### src/ucd_pkg.sv
// shared constants of the uart command decoder
package ucd_pkg;
    // apb map: the command register index is not word aligned, so its byte
    // address is four times the index
    localparam int unsigned CMD_IDX = 32'h0000_0012; // command reg index
    localparam int unsigned CMD_ADDR = CMD_IDX * 4; // command reg byte addr
    localparam int unsigned SR_ADDR = 32'h0000_0004; // channel status
    localparam int unsigned ISR_ADDR = 32'h0000_0008; // interrupt status
    localparam int unsigned CTL_ADDR = 32'h0000_000C; // control state

    // command codes in bits 4:0 of the command byte
    localparam logic [4:0] CMD_NOP = 5'h00; // no command
    localparam logic [4:0] CMD_RSVD = 5'h01; // reserved, acts as no command
    localparam logic [4:0] CMD_RX_RST = 5'h02; // reset receiver
    localparam logic [4:0] CMD_TX_RST = 5'h03; // reset transmitter
    localparam logic [4:0] CMD_ERR_CLR = 5'h04; // reset error status
    localparam logic [4:0] CMD_BCHG_CLR = 5'h05; // reset break change flag
    localparam logic [4:0] CMD_BRK_ON = 5'h06; // start break
    localparam logic [4:0] CMD_BRK_OFF = 5'h07; // stop break
    localparam logic [4:0] CMD_RTS_ON = 5'h08; // assert request to send
    localparam logic [4:0] CMD_RTS_OFF = 5'h09; // negate request to send

    // field positions of the command byte
    localparam int unsigned CODE_MSB = 4; // top bit of the command code
    localparam int unsigned LOCK_BIT = 7; // 1 = enables may change
    localparam int unsigned TXEN_BIT = 6; // transmitter enable
    localparam int unsigned RXEN_BIT = 5; // receiver enable

    // status layouts
    localparam int unsigned SR_ERR_LSB = 4; // error flags sit in bits 7:4
    localparam int unsigned ISR_BCHG_BIT = 2; // break change flag
    localparam int unsigned CTL_RXEN_BIT = 0; // receiver enabled
    localparam int unsigned CTL_TXEN_BIT = 1; // transmitter enabled
    localparam int unsigned CTL_RTS_BIT = 2; // request to send asserted
    localparam int unsigned CTL_BRK_BIT = 3; // break holds the line low
    localparam int unsigned CTL_PEND_BIT = 4; // break waits for idle
    localparam int unsigned CTL_RUN_BIT = 5; // transmitter still running

    // reset values
    localparam logic RXEN_RST = 1'b0; // receiver off after reset
    localparam logic TXEN_RST = 1'b0; // transmitter off after reset
    localparam logic RTS_LOW_RST = 1'b1; // request to send negated (high)
    localparam logic [3:0] ERR_RST = 4'h0; // no errors after reset
    localparam logic [31:0] RD_ZERO = 32'h0000_0000; // idle read data
endpackage : ucd_pkg

### src/ucd_brk_if.sv
// link between the command decoder and its break sequencer
`timescale 1ns/1ps
interface ucd_brk_if (
    input wire logic clk, // device clock
    input wire logic rst_n // asynchronous reset, active low
);
    logic start; // start break command pulse
    logic stop; // stop break command pulse
    logic abort; // transmitter reset pulse
    logic tx_en; // transmitter enable level
    logic tx_idle; // transmitter idle, queue empty
    logic bit_tick; // one pulse per bit time
    logic brk_low; // line forced low
    logic hold_tx; // transmitter must not start a character
    logic pending; // break waits for the transmitter

    modport ctrl (input clk, rst_n, brk_low, hold_tx, pending,
        output start, stop, abort, tx_en, tx_idle, bit_tick);
    modport seq (input clk, rst_n, start, stop, abort, tx_en, tx_idle,
        bit_tick, output brk_low, hold_tx, pending);
endinterface : ucd_brk_if

### src/ucd_break_seq.sv
// break sequencer: waits for idle, holds the line low, then a mark bit
`timescale 1ns/1ps
module ucd_break_seq (
    ucd_brk_if.seq b // sequencer side of the break link
);
    typedef enum logic [2:0] {
        BRK_IDLE, BRK_WAIT, BRK_LOW, BRK_END, BRK_MARK
    } ucd_brk_e;

    ucd_brk_e st_q; // current phase
    ucd_brk_e st_d; // next phase

    // next phase; a transmitter reset drops everything at once
    always_comb begin
        st_d = st_q;
        case (st_q)
            BRK_IDLE: begin
                // no break unless the transmitter is on
                if (b.start && b.tx_en && !b.abort) begin
                    st_d = BRK_WAIT;
                end
            end
            BRK_WAIT: begin
                // queued and later characters go first, then go low
                if (b.abort || b.stop || !b.tx_en) begin
                    st_d = BRK_IDLE;
                end else if (b.tx_idle) begin
                    st_d = BRK_LOW;
                end
            end
            BRK_LOW: begin
                if (b.abort) begin
                    st_d = BRK_IDLE;
                end else if (b.stop) begin
                    st_d = BRK_END;
                end
            end
            BRK_END: begin
                // release aligned to a bit edge, at most one bit later
                if (b.abort) begin
                    st_d = BRK_IDLE;
                end else if (b.bit_tick) begin
                    st_d = BRK_MARK;
                end
            end
            BRK_MARK: begin
                // one whole bit of mark before the next character
                if (b.abort || b.bit_tick) begin
                    st_d = BRK_IDLE;
                end
            end
            default: st_d = BRK_IDLE;
        endcase
    end

    // phase register
    always_ff @(posedge b.clk or negedge b.rst_n) begin
        if (!b.rst_n) begin
            st_q <= BRK_IDLE;
        end else begin
            st_q <= st_d;
        end
    end

    assign b.brk_low = (st_q == BRK_LOW) || (st_q == BRK_END);
    assign b.hold_tx = b.brk_low || (st_q == BRK_MARK);
    assign b.pending = (st_q == BRK_WAIT);
endmodule : ucd_break_seq

### src/ucd_decoder.sv
// uart command decoder: apb command register, enables, flags and break
//
// Decided for this implementation: the APB register port.
`timescale 1ns/1ps
// Behaviour
// - decode one command; 00000 none, 00001 reserved
// - 00010 resets receiver like hardware reset
// - receiver reset empties the receive queue
// - 00011 resets transmitter like hardware reset
// - transmitter reset empties the transmit queue
// - 00100 clears the four error status flags
// - 00101 clears the break change flag
// - 00110 forces the serial output low
// - idle start may lag up to two bits
// - break follows the character being sent
// - break waits for queue drained and idle
// - break starts only with transmitter enabled
// - 00111 releases the line within two bits
// - one mark bit after break ends
// - 01000 drives request to send low
// - 01001 drives request to send high
// - lock bit zero keeps both enables unchanged; 00010 and 00011 still clear their enable with the lock bit zero
// - transmitter disable drains queue, then idles
// - receiver disable stops at once, keeps data
module ucd_decoder #(
    parameter int ADDR_W = 8 // apb address width
) (
    input wire logic core_clk, // device clock, 40 mhz
    input wire logic rst_n, // asynchronous reset, active low
    input wire logic psel, // apb select
    input wire logic penable, // apb access phase
    input wire logic pwrite, // apb direction, 1 = write
    input wire logic [ADDR_W-1:0] paddr, // apb byte address
    input wire logic [31:0] pwdata, // apb write data
    output logic [31:0] prdata, // apb read data
    output logic pready, // apb ready, never waits
    output logic pslverr, // apb error on unmapped address
    input wire logic tx_idle, // transmitter idle and queue empty
    input wire logic tx_queue_room, // transmit queue has space
    input wire logic bit_tick, // one pulse per transmit bit time
    input wire logic [3:0] err_set, // break, framing, parity, overrun
    input wire logic brk_chg_set, // break detect change event
    output logic rx_reset, // receiver and queue reset pulse
    output logic tx_reset, // transmitter and queue reset pulse
    output logic rx_enable, // receiver enabled
    output logic tx_enable, // transmitter may run
    output logic transmit_space_flag, // transmitter ready for data
    output logic request_to_send_low, // request to send, active low
    output logic txd_break_low, // force serial output low
    output logic tx_hold, // keep the transmitter from starting
    output logic [3:0] err_status, // sticky error flags
    output logic brk_chg_flag // sticky break change flag
);
    // refuse an address bus too narrow for the command register
    if (ADDR_W < 8) begin : g_chk
        $error("ucd_decoder: ADDR_W must be at least 8");
    end

    // decoded apb traffic
    wire acc = psel && penable; // access phase edge takes effect
    wire rd_setup = psel && !penable && !pwrite; // latch read data
    wire hit_cmd = (paddr == ADDR_W'(ucd_pkg::CMD_ADDR));
    wire hit_sr = (paddr == ADDR_W'(ucd_pkg::SR_ADDR));
    wire hit_isr = (paddr == ADDR_W'(ucd_pkg::ISR_ADDR));
    wire hit_ctl = (paddr == ADDR_W'(ucd_pkg::CTL_ADDR));
    wire hit_any = hit_cmd || hit_sr || hit_isr || hit_ctl;
    wire cmd_wr = acc && pwrite && hit_cmd; // command byte arrives

    // command field split
    wire [4:0] code = pwdata[ucd_pkg::CODE_MSB:0];
    wire en_upd = cmd_wr && pwdata[ucd_pkg::LOCK_BIT];
    wire is_rx_rst = cmd_wr && (code == ucd_pkg::CMD_RX_RST);
    wire is_tx_rst = cmd_wr && (code == ucd_pkg::CMD_TX_RST);
    wire is_err_clr = cmd_wr && (code == ucd_pkg::CMD_ERR_CLR);
    wire is_bchg_clr = cmd_wr && (code == ucd_pkg::CMD_BCHG_CLR);
    wire is_brk_on = cmd_wr && (code == ucd_pkg::CMD_BRK_ON);
    wire is_brk_off = cmd_wr && (code == ucd_pkg::CMD_BRK_OFF);
    wire is_rts_on = cmd_wr && (code == ucd_pkg::CMD_RTS_ON);
    wire is_rts_off = cmd_wr && (code == ucd_pkg::CMD_RTS_OFF);
    // codes 00000, 00001 and 01010 upward decode to nothing here

    // state registers
    logic rx_en_q; // receiver enable
    logic rx_en_d;
    logic tx_en_q; // transmitter enable bit
    logic tx_en_d;
    logic tx_run_q; // transmitter running or draining
    logic tx_run_d;
    logic rts_low_q; // request to send pin level
    logic rts_low_d;
    logic [3:0] err_q; // sticky error flags, sr bits 7:4
    logic [3:0] err_d;
    logic bchg_q; // sticky break change flag
    logic bchg_d;
    logic rx_rst_q; // one cycle receiver reset
    logic tx_rst_q; // one cycle transmitter reset
    logic space_q; // transmitter ready for data
    logic [31:0] rdata_q; // read data held through the access phase
    logic [31:0] rdata_d;

    // enables: a reset command clears its side, an enable bit written in
    // the same command still wins so one write can reset and re-enable
    assign rx_en_d = en_upd ? pwdata[ucd_pkg::RXEN_BIT]
        : (is_rx_rst ? ucd_pkg::RXEN_RST : rx_en_q);
    assign tx_en_d = en_upd ? pwdata[ucd_pkg::TXEN_BIT]
        : (is_tx_rst ? ucd_pkg::TXEN_RST : tx_en_q);

    // a disabled transmitter keeps running until its queue has drained
    assign tx_run_d = !is_tx_rst
        && (tx_en_d || (tx_run_q && !tx_idle));

    // request to send follows the last of the two commands
    assign rts_low_d = is_rts_on ? 1'b0
        : (is_rts_off ? 1'b1 : rts_low_q);

    // sticky flags: a new event in the clearing cycle is kept
    assign err_d = (err_q & ~{4{is_err_clr}}) | err_set;
    assign bchg_d = (bchg_q & ~is_bchg_clr) | brk_chg_set;

    // break link
    ucd_brk_if brk (.clk(core_clk), .rst_n(rst_n));
    assign brk.start = is_brk_on;
    assign brk.stop = is_brk_off;
    assign brk.abort = is_tx_rst;
    assign brk.tx_en = tx_en_q;
    assign brk.tx_idle = tx_idle;
    assign brk.bit_tick = bit_tick;

    ucd_break_seq u_brk (
        .b(brk)
    );

    // read mux; the command register is write only and reads zero
    assign rdata_d = hit_sr ? {24'h00_0000, err_q, 4'h0}
        : hit_isr ? {29'h0000_0000, bchg_q, 2'h0}
        : hit_ctl ? {26'h000_0000, tx_run_q, brk.pending, brk.brk_low,
            !rts_low_q, tx_en_q, rx_en_q}
        : ucd_pkg::RD_ZERO;

    // enables and pin levels
    always_ff @(posedge core_clk or negedge rst_n) begin
        if (!rst_n) begin
            rx_en_q <= ucd_pkg::RXEN_RST;
            tx_en_q <= ucd_pkg::TXEN_RST;
            tx_run_q <= ucd_pkg::TXEN_RST;
            rts_low_q <= ucd_pkg::RTS_LOW_RST;
        end else begin
            rx_en_q <= rx_en_d;
            tx_en_q <= tx_en_d;
            tx_run_q <= tx_run_d;
            rts_low_q <= rts_low_d;
        end
    end

    // sticky status flags
    always_ff @(posedge core_clk or negedge rst_n) begin
        if (!rst_n) begin
            err_q <= ucd_pkg::ERR_RST;
            bchg_q <= 1'b0;
        end else begin
            err_q <= err_d;
            bchg_q <= bchg_d;
        end
    end

    // reset pulses; the datapath resets its queue pointers on them
    always_ff @(posedge core_clk or negedge rst_n) begin
        if (!rst_n) begin
            rx_rst_q <= 1'b0;
            tx_rst_q <= 1'b0;
        end else begin
            rx_rst_q <= is_rx_rst;
            tx_rst_q <= is_tx_rst;
        end
    end

    // ready flag every cycle, read data capture in the setup cycle
    always_ff @(posedge core_clk or negedge rst_n) begin
        if (!rst_n) begin
            space_q <= 1'b0;
            rdata_q <= ucd_pkg::RD_ZERO;
        end else begin
            space_q <= tx_en_d && tx_queue_room;
            rdata_q <= rd_setup ? rdata_d : rdata_q;
        end
    end

    // apb answer: no wait states, error only on an unmapped address
    assign pready = 1'b1;
    assign pslverr = acc && !hit_any;
    assign prdata = rdata_q;

    // outputs
    assign rx_reset = rx_rst_q;
    assign tx_reset = tx_rst_q;
    assign rx_enable = rx_en_q;
    assign tx_enable = tx_run_q;
    assign transmit_space_flag = space_q;
    assign request_to_send_low = rts_low_q;
    assign txd_break_low = brk.brk_low;
    assign tx_hold = brk.hold_tx;
    assign err_status = err_q;
    assign brk_chg_flag = bchg_q;
endmodule : ucd_decoder

### config.mk
export PLATFORM = sky130hd
export DESIGN_NAME = ucd_decoder
export DESIGN_NICKNAME = d
export VERILOG_FILES = /design/src/ucd_pkg.sv /design/src/ucd_brk_if.sv /design/src/ucd_break_seq.sv /design/src/ucd_decoder.sv
export SDC_FILE = /design/constraint.sdc
export NUM_CORES = 1
export LEC_CHECK = 0
export BUFFER_PORTS_ARGS = -buffer_cell sky130_fd_sc_hd__buf_4
export CAP_MARGIN = 20
export CORE_AREA = 2 2 72 60
export CTS_CLUSTER_SIZE = 30
export DETAILED_ROUTE_END_ITERATION = 16
export DIE_AREA = 0 0 74 62
export GPL_TIMING_DRIVEN = 0
export HOLD_SLACK_MARGIN = 0.15
export PLACE_DENSITY = 0.74
export SKIP_LAST_GASP = 1
export SLEW_MARGIN = 20
export SYNTH_ARGS = -nofsm -noshare
export SYNTH_HDL_FRONTEND = slang
export SYNTH_HIERARCHICAL = 1
export SYNTH_SLANG_ARGS = --single-unit
### constraint.sdc
create_clock -name core_clk -period 1.3 [get_ports core_clk]
set_clock_uncertainty 0.05 [all_clocks]
set_input_delay 0.13 -clock core_clk [delete_from_list [all_inputs] [get_ports core_clk]]
set_output_delay 0.13 -clock core_clk [all_outputs]
set_load 0.005 [all_outputs]
==> metrics.md, run 1 <==
| Metric | Value |
|---|---|
| Status | finished with violations |
| Failing checks | setup timing |
| CP Data Required Time | 1400 ps |
| Num ports | 100 |
| Hold buffers post-CTS | 15 |
| Hpwl dp | between 2000 and 3000 µm |
| Main combinational cell family by area after synthesis | simple AND/OR/NAND/NOR gates |
| Clock Tree Root | clkbuf_8 |
| Die X | about 74 µm |
| Wire per inst | ~11 µm |
| Adder-cell share of the synthesized area | 0 |
| PnR worst setup slack | -471 ps |
| # fillers | 367 |
| Tcrit/Tclk final | 1.36 |
| HP Class | primary input to flop |
| Slew HR | 0.613 |
| Finished Core Util | 0.571 |
| Area of the multi-input gates | 726 µm² |
| Initial antenna violation count | 0 |
| Leading register cell type out of synthesis | dfrtp_1 |
| Nets | approximately 300 |
| Drt pass-1 iters | 4 |
| GRT Resource Usage Total | 0.153 |
| Syn Area/Cell | 9.46 µm² |
| Sw frac | 0.235 |
| Later-pin clock latency in the skew report | 260 ps |
| Final hold vios | 0 |
| Post-synth EDFFs | 0 |
| Max FO, Critical Path | 3 |
| Synth Instances | 143 |
| Max Slew Vio Count | 0 |
| Number of diodes | 0 |
| CTS max path bufs | 2 |
| Synth top area share | 0.407 |
| Grt peak-use layer | met2 |
| Detailed-route DRC error count | 0 |
| Tightest Pin Transition | 580 ps |
| Die outline height | approximately 62 µm |
| Multiplexer share of the synthesized area | 0.0222 |
| Ranking of synthesized cells by area | dfrtp_1 41%, buf_4 14%, nand2_1 4.7% |
| Most frequent cells in the layout | 79 x buf_4, 25 x conb_1, 20 x dfrtp_1 |
| CP startpoint kind | primary input |
| Unrepaired setup endpoints after global routing | yes |
| Row Count | 21 |
| Part of the Yosys area used for sequential elements | 0.426 |
| Met3 usage | 0.0355 |
| CTS sink count | 23 |
| P_int | 1.09 mW |
| Vias per cell | 4.23 |
| Share of layout cells above drive strength 1 | 0.457 |
| Final total power | ~1.4 mW |
| RePlAce Congestion | between 0.8 and 0.9 |
| Met1 Use GR | 0.202 |
| Fmax | 0.565 GHz |
| Final setup viols | 14 |
| Remaining global-route overflow | 0 |
| Yosys Warn Count | 6 |
| Post-synth top area cell | dfrtp_1 |
| Critical path type | primary input to flop |
| Max-cap violations | 0 |
| Final min period | 1770 ps |
| Simple-Gate Fraction of Synth Area | 0.237 |
| FF/Latch Area | 579 µm² |
| GR Util met2 | 0.264 |
| Leakage | 1.12 nW |
| Cell Area, Synth | 1350 µm² |
| Ys async rst share | 1.00 |
| Layout area overhead | 67.6% |
| Psw | 0.334 mW |
| P per Cell Area | 628 nW/µm² |
| DP Worst Slack | -867 ps |
| Seq cells post-synth | 23 |
| Setup TNS | -3660 ps |
| Via count | between 1000 and 1500 |
| CTS tree | yes |
| Peak supply drop | 441 µV |
| Area share of xor/xnor cells in the synthesized design | 0 |
| Core ar. | just under 4000 µm² |
| Sequential share of power | 0.505 |
| Combinational Power Share | 0.186 |
| Area fraction in compound gates after synthesis | 0.148 |
| Largest net degree at the start of global routing | 24 |
| IO Port Bufs | 49 |
| CP endpoint kind | flop |
| Clock Power Share | 0.309 |
| CTS Buf Count | 3 |
| Netlist cell types | 40 |
| Crit path arrival time | roughly 1900 ps |
| Commonest non-fill, non-tap cell in the layout | buf_4 |
| Effective utilization at floorplan | 0.341 |
| 1st-iter DRT viols | 54 |
| DIE AREA | 4590 µm² |
| First-pass GRT wire length | 5340 µm |
| Vias in the first global route | 1189 |
| DRT antenna net count | 0 |
| H-tree levels | 1 |
| Clk slew on worst S/H paths | roughly 80 ps |
| Total Routed Length | 3390 µm |
==> per-layer routing <==
layer / vias up / wire length [µm] / share of wire
met3: 2 / 167 / 0.049
met5: - / 0 / 0
met4: 0 / 13 / 0.0038
li1: 659 / - / -
met1: 574 / 1590 / 0.47
met2: 41 / 1620 / 0.48
==> through the flow <==
step | hold slack, ps | cell area (µm²) | instances
after global routing | 108 | 2270 | 302
after detailed placement | -10.4 | 1890 | 272
final | 105 | 2270 | 302
after CTS | 94.8 | 2190 | 299
after floorplan | -216 | 1450 | 166
after global placement | -11.4 | 1890 | 272
==> power groups by stage <==
stage | clock network (mW) | logic (mW) | registers (mW)
3_3_place_gp | 0 | 0.218 | 0.733
4_1_cts | 0.454 | 0.260 | 0.719
2_1_floorplan | 0 | 0.115 | 0.733
3_5_place_dp | 0 | 0.220 | 0.733
6_report | 0.439 | 0.265 | 0.719
5_1_grt | 0.485 | 0.295 | 0.719
==> repair_timing <==
item	in CTS	in global routing
setup endpoints to repair	15	16
pin swaps	14	8
endpoints found under the hold margin	40	2
resized for setup	13	11
setup buffers	8	4
==> synthesized netlist by cell type, types with 2 or more instances <==
cell type / n
nand4_1: 6
a21oi_1: 3
o31ai_1: 4
nor3_1: 3
nand3_1: 4
o21ai_0: 5
a31oi_1: 3
inv_1: 4
nand2_1: 17
nor2_1: 10
dfrtp_1: 22
a21o_1: 6
mux2i_1: 3
o21ai_1: 2
buf_4: 25
conb_1: 2
==> layout make-up <==
type,instances,share of cell area
buffer,27,0.0911
clock buffer,3,0.0182
clock inverter,1,0.00221
inverter,4,0.00662
multi-input combinational,112,0.320
sequential,23,0.256
tap,57,0.0315
timing repair buffer,75,0.275
==> worst max-delay path: stages <==
cell	delay, ps
buf_6	90
or4b_4	560
or3_4	420
nor2_4	110
and4bb_1	230
a221o_1	320
==> logic make-up after synthesis <==
logic type	count (synthesis)
AOI/OAI and AO/OA	29
DFF	23
muxes	3
buffers and inverters	31
and+or+nand+nor	55
other	2
==> flip-flops by register name (all words and copies together), names as in the netlist <==
signal               flops
rx_enable                1
brk.tx_en                1
err_status               4
u_brk/st_q               3
tx_reset                 1
brk_chg_flag             1
transmit_space_flag      1
prdata                   8
tx_enable                1
request_to_send_low      1
rx_reset                 1
==> path summary, 6_finish.rpt <==
| path | start | end | slack [ps] | depth (start not counted) |
|---|---|---|---|---|
| min | pwdata[4] | request_to_send_low | 110 | 3 |
| max | paddr[0] | u_brk/st_q[0] | -470 | 6 |
| min reg2reg | prdata[2] | prdata[2] | 440 | 2 |
| min in group asynchronous | rst_n | prdata[2] | 250 | 2 |
| max in group asynchronous | rst_n | request_to_send_low | 670 | 2 |
| max reg2reg | u_brk/st_q[1] | u_brk/st_q[0] | -60 | 4 |
No activity file was read; power rests on OpenSTA's default activity.
==> inputs of run 2 (changes only) <==
- CORE_AREA: 2 2 72 60 -> 2 2 69 58
- DIE_AREA: 0 0 74 62 -> 0 0 71 60
- PLACE_DENSITY: 0.74 -> 0.76
- clock period: 1.3 -> 1.92 ns (I/O delays scaled with it)
==> run 2 against run 1 <==
The flow now finishes without violations. First-iteration DRC count down 3.7%. Sequential power decreased by 32%. Core utilization is 0.32 points lower.
==> metrics.md, run 2 (same netlist as run 1, synthesis figures left out) <==
| Metric | Value |
|---|---|
| Via count | 1253 (was 1276) |
| WL met2 | 1650 µm (was 1620 µm) |
| Die X | 71 µm (was 74 µm) |
| Total Routed Length | 3240 µm (was 3390 µm) |
| Wire length on met3 | 233 µm (was 167 µm) |
| Clk slew on worst S/H paths | 80 ps (about the same) |
| Critical path type | primary input to flop (unchanged) |
| First-pass GRT wire length | 5260 µm (was 5340 µm) |
| CP startpoint kind | primary input (unchanged) |
| Tightest Pin Transition | 585 ps (was 580 ps) |
| Tcrit/Tclk final | 0.969 |
| Effective utilization at floorplan | 0.373 (was 0.341) |
| DRT antenna net count | 0 (unchanged) |
| CTS tree | yes (unchanged) |
| Num ports | 100 (unchanged) |
| Max-cap violations | 0 (unchanged) |
| IO Port Bufs | 49 (unchanged) |
| Fmax | 0.538 GHz |
| Worst R2R Path Depth | 3 (was 4) |
| Status | finished clean (was finished with violations) |
| CTS sink count | 23 (unchanged) |
| DIE AREA | 4260 µm² (was 4590 µm²) |
| Wl on met1 | 1350 µm (was 1590 µm) |
| Number of diodes | 0 (unchanged) |
| Clock Tree Root | clkbuf_8 (unchanged) |
| Finished Cell Area | 2060 µm² (was 2270 µm²) |
| Layout area overhead | 52.5% (was 67.6%) |
| Setup TNS | 0 ps (was -3660 ps) |
| Sw frac | 0.236 (was 0.235) |
| Final total power | 0.954 mW (was 1.42 mW) |
| Setup slack on the worst flop-to-flop path | 570 ps (was -60 ps) |
| Remaining global-route overflow | 0 (unchanged) |
| Final hold vios | 0 (unchanged) |
| Slew HR | 0.609 (was 0.613) |
| Core ar. | 3630 µm² (was 3970 µm²) |
| Share of layout cells above drive strength 1 | 0.408 (was 0.457) |
| Worst Setup EP | u_brk/st_q[0] (unchanged) |
| Nets | 287 (was 299) |
| CTS Buf Count | 3 (unchanged) |
| Setup crit start | paddr[1] (was paddr[0]) |
| Later-pin clock latency in the skew report | 260 ps (about the same) |
| CP Data Required Time | 2020 ps (was 1400 ps) |
| Leakage | 1.05 nW (was 1.12 nW) |
| HP Class | primary input to flop (unchanged) |
| Initial antenna violation count | 0 (unchanged) |
| Psw | 0.226 mW (was 0.334 mW) |
| CTS max path bufs | 2 (unchanged) |
| Worst r2r dst | u_brk/st_q[0] (unchanged) |
| Clock Power Share | 0.314 (was 0.309) |
| Final min period | around 1900 ps |
| 1st-iter DRT viols | 52 (was 54) |
| Commonest non-fill, non-tap cell in the layout | buf_4 (unchanged) |
| Wire per inst | 11.7 µm (was 11.2 µm) |
| DR top layer | met4 (unchanged) |
| Worst R2R Start | u_brk/st_q[0] (was u_brk/st_q[1]) |
| Max FO, Critical Path | 6 (was 3) |
| H-tree levels | 1 (unchanged) |
| Hold Startpoint | bit_tick (was pwdata[4]) |
| RePlAce Congestion | 0.803 (was 0.824) |
| Sequential share of power | 0.510 (was 0.505) |
| Max reg flops | 8 (unchanged) |
| Vias in the first global route | 1116 (was 1189) |
| Max Slew Vio Count | 0 (unchanged) |
| GRT Resource Usage Total | 0.160 (was 0.153) |
| Most frequent cells in the layout | 76 x buf_4, 25 x conb_1, 22 x dfrtp_1 (was 79 x buf_4, 25 x conb_1, 20 x dfrtp_1) |
| Largest net degree at the start of global routing | 24 (unchanged) |
| Hpwl dp | 2580 µm (was 2500 µm) |
| Row Count | 20 (was 21) |
| Final setup viols | 0 (was 14) |
| P per Cell Area | 463 nW/µm² (was 628 nW/µm²) |
| CP endpoint kind | flop (unchanged) |
| Combinational Power Share | 0.176 (was 0.186) |
| P_int | 0.729 mW (was 1.09 mW) |
| Detailed-route DRC error count | 0 (unchanged) |
| Drt pass-1 iters | 4 (unchanged) |
| Die outline height | 60 µm (was 62 µm) |
| Vias per cell | 4.52 (was 4.23) |
| Crit path arrival time | 1960 ps (was 1870 ps) |
| Placed instance area | 1870 µm² (was 1890 µm²) |
| Peak supply drop | 283 µV (was 441 µV) |
run 2: worst min-delay path by stage:
| stage | end | slack [ps] | depth (start not counted) |
|---|---|---|---|
| global route | request_to_send_low | 170 | 3 |
| floorplan | brk.tx_en | -150 | 0 |
| CTS | u_brk/st_q[2] | 160 | 3 |
| global placement | prdata[2] | 50 | 1 |
| detailed placement | err_status[2] | 50 | 1 |
| finish | u_brk/st_q[2] | 160 | 3 |
run 2: layout make-up:
cell class	instances	area, µm²
fill	321	1570
multi-input combinational	112	663
sequential	23	577
timing repair buffer	63	503
buffer	27	203
tap	44	55.1
clock buffer	3	41.3
inverter	4	15.0
clock inverter	1	5.00
run 2: timing repair:
action	4_1_cts	5_1_grt
hold buffers	12	0
buffers inserted	1	1
pin swaps	1	4
endpoints found under the hold margin	34	0
gates resized for setup	0	4
endpoints found under the setup margin	1	1
run 2: critical path, cell delays in order:
cell and delay [ps]:
buf_4 110, or4b_4 570, or3_4 410, nor2_4 140
and4bb_1 210, a221o_1 340
run 2: layer usage:
metal,vias to the layer above,global-route usage
met4,0,0.0485
met1,564,0.195
met5,-,0
met2,50,0.282
li1,637,-
met3,2,0.0388
run 2: power by group through the flow:
stage               logic [mW]  clock network (mW)  registers, mW
floorplan               0.0762                   0          0.496
global placement         0.146                   0          0.496
detailed placement       0.148                   0          0.496
CTS                      0.166               0.312          0.487
global route             0.186               0.341          0.487
finish                   0.168               0.300          0.487
run 2: metrics by stage:
step                      instances  setup slack [ps]  utilization  hold slack (ps)
after floorplan                 166             -83.0            -             -154
after global placement          259              -270        0.515             48.9
after detailed placement        259              -294        0.515             51.7
after CTS                       276              7.67        0.563              158
after global routing            277             -3.96        0.568              169
final                           277              60.0        0.568              159
==> inputs of run 3 (changes only) <==
- PLACE_DENSITY: 0.76 -> 0.87
- SLEW_MARGIN: 20 -> 25
==> run 3 against run 2 <==
Worst hold slack lost 3.8 ps. Combinational power is essentially flat. Sequential cell count unchanged. Critical endpoint unchanged. Maximum frequency is 0.37% lower. Non-clock buffer count grew 4. Design area up 2.1%.
==> metrics.md, run 3 (same netlist as run 1, synthesis figures left out) <==
| Metric | Value |
|---|---|
| Status | finished clean (unchanged) |
| Setup crit start | paddr[1] (unchanged) |
| Tcrit/Tclk final | 0.972 (was 0.969) |
| Finished Cell Area | 2100 µm² (was 2060 µm²) |
| Peak supply drop | 244 µV (was 283 µV) |
| CP Data Required Time | 2020 ps (about the same) |
| CP startpoint kind | primary input (unchanged) |
| Die X | 71 µm (unchanged) |
| Drt pass-1 iters | 4 (unchanged) |
| Setup TNS | 0 ps (unchanged) |
| Final setup viols | 0 (unchanged) |
| Vias per cell | 4.52 (about the same) |
| DRT antenna net count | 0 (unchanged) |
| # fillers | 320 (was 321) |
| Sequential share of power | 0.511 (was 0.510) |
| Core ar. | 3630 µm² (unchanged) |
| Vias in the first global route | 1172 (was 1116) |
| Final min period | 1870 ps (was 1860 ps) |
| Hpwl dp | 2660 µm (was 2580 µm) |
| Row Count | 20 (unchanged) |
| FF/Latch Area | 577 µm² (unchanged) |
| Max Slew Vio Count | 0 (unchanged) |
| CTS max path bufs | 2 (unchanged) |
| First-pass GRT wire length | 5390 µm (was 5260 µm) |
| Critical path type | primary input to flop (unchanged) |
| Most frequent cells in the layout | 80 x buf_4, 25 x conb_1, 22 x dfrtp_1 (was 76 x buf_4, 25 x conb_1, 22 x dfrtp_1) |
| Layout area overhead | 55.6% (was 52.5%) |
| Clock Power Share | 0.312 (was 0.314) |
| Unrepaired setup endpoints after global routing | no |
| CTS tree | yes (unchanged) |
| Share of layout cells above drive strength 1 | 0.409 (was 0.408) |
| Detailed-route DRC error count | 0 (unchanged) |
| Final hold vios | 0 (unchanged) |
| Clk slew on worst S/H paths | 80 ps (about the same) |
| Hold WS | 156 ps (was 159 ps) |
| RePlAce Congestion | 0.794 (was 0.803) |
| Fin cells | 281 (was 277) |
| Die outline height | 60 µm (unchanged) |
| P per Cell Area | 453 nW/µm² (was 463 nW/µm²) |
| Nets | 291 (was 287) |
| Combinational Power Share | 0.177 (was 0.176) |
| Leakage | 1.07 nW (was 1.05 nW) |
| CTS Buf Count | 3 (unchanged) |
| Effective utilization at floorplan | 0.373 (unchanged) |
| Later-pin clock latency in the skew report | 260 ps (about the same) |
| Slew HR | 0.595 (was 0.609) |
| Remaining global-route overflow | 0 (unchanged) |
| Worst hold path stage count | 3 (unchanged) |
| Area of the multi-input gates | 677 µm² (was 663 µm²) |
| Crit path arrival time | 1970 ps (was 1960 ps) |
| Sw frac | 0.231 (was 0.236) |
| Largest net degree at the start of global routing | 24 (unchanged) |
| Num ports | 100 (unchanged) |
| DIE AREA | 4260 µm² (unchanged) |
| Psw | 0.220 mW (was 0.226 mW) |
| P_int | 0.733 mW (was 0.729 mW) |
| Placed instance area | 1870 µm² (unchanged) |
| 1st-iter DRT viols | 86 (was 52) |
| Worst R2R Path Depth | 3 (unchanged) |
| Number of diodes | 0 (unchanged) |
| Commonest non-fill, non-tap cell in the layout | buf_4 (unchanged) |
| Tightest Pin Transition | 606 ps (was 585 ps) |
| CTS sink count | 23 (unchanged) |
| Max-cap violations | 0 (unchanged) |
| Total Routed Length | 3360 µm (was 3240 µm) |
| Hold Startpoint | bit_tick (unchanged) |
| Wire per inst | 12.0 µm (was 11.7 µm) |
| Clock Tree Root | clkbuf_8 (unchanged) |
| Worst R2R Start | u_brk/st_q[0] (unchanged) |
| H-tree levels | 1 (unchanged) |
| HP Class | primary input to flop (unchanged) |
| GRT Resource Usage Total | 0.163 (was 0.160) |
| IO Port Bufs | 49 (unchanged) |
| Max FO, Critical Path | 3 (was 6) |
| CP endpoint kind | flop (unchanged) |
| Max reg flops | 8 (unchanged) |
| Initial antenna violation count | 0 (unchanged) |
| Cells after DPL | 259 (unchanged) |
| Fmax | 0.536 GHz (was 0.538 GHz) |
| Via count | 1271 (was 1253) |
run 3: metal layers:
metal	up-vias	GRT usage	share of wire	routed length, µm
met2	47	0.294	0.52	1750
met4	0	0.0620	0.0086	29
met5	-	0	0	0
met3	5	0.0337	0.060	202
li1	649	-	-	-
met1	570	0.194	0.41	1380
run 3: what timing repair did:
action,in CTS,in global routing
hold buffers,12,0
gates resized for setup,0,5
endpoints found under the setup margin,1,1
pin swaps,1,6
cloned,0,0
setup buffers,1,5
endpoints found under the hold margin,34,0
run 3: worst max-delay path, stage by stage:
cell	delay, ps
buf_4	110
or4b_4	560
or3_4	420
nor2_4	130
and4bb_1	200
a221o_1	340
run 3: power by group through the flow:
stage	sequential [mW]	combinational, mW	clock, mW
CTS	0.487	0.165	0.302
floorplan	0.496	0.0762	0
global route	0.487	0.186	0.332
detailed placement	0.496	0.147	0
finish	0.487	0.169	0.297
global placement	0.496	0.145	0
run 3: per-stage QoR:
| step | worst slack, ps | power [mW] | util |
|---|---|---|---|
| floorplan | -83.0 | 0.572 | - |
| global placement | -274 | 0.642 | 0.515 |
| detailed placement | -297 | 0.644 | 0.515 |
| CTS | 3.80 | 0.954 | 0.563 |
| global route | 13.0 | 1.00 | 0.580 |
| finish | 53.1 | 0.952 | 0.580 |
run 3: final timing paths:
check,slack (ps),end
max in group asynchronous,1240,request_to_send_low
min,160,u_brk/st_q[2]
min reg2reg,440,prdata[5]
min in group asynchronous,310,prdata[4]
max reg2reg,530,u_brk/st_q[0]
max,50,u_brk/st_q[0]
run 3: cell type report:
| class | count | area share |
|---|---|---|
| plain buffers | 27 | 0.0963 |
| clock buffers | 4 | 0.0214 |
| inverters | 4 | 0.00713 |
| multi-input cells | 112 | 0.322 |
| flip-flops and latches | 23 | 0.274 |
| well taps | 44 | 0.0262 |
| repair buffers | 67 | 0.253 |
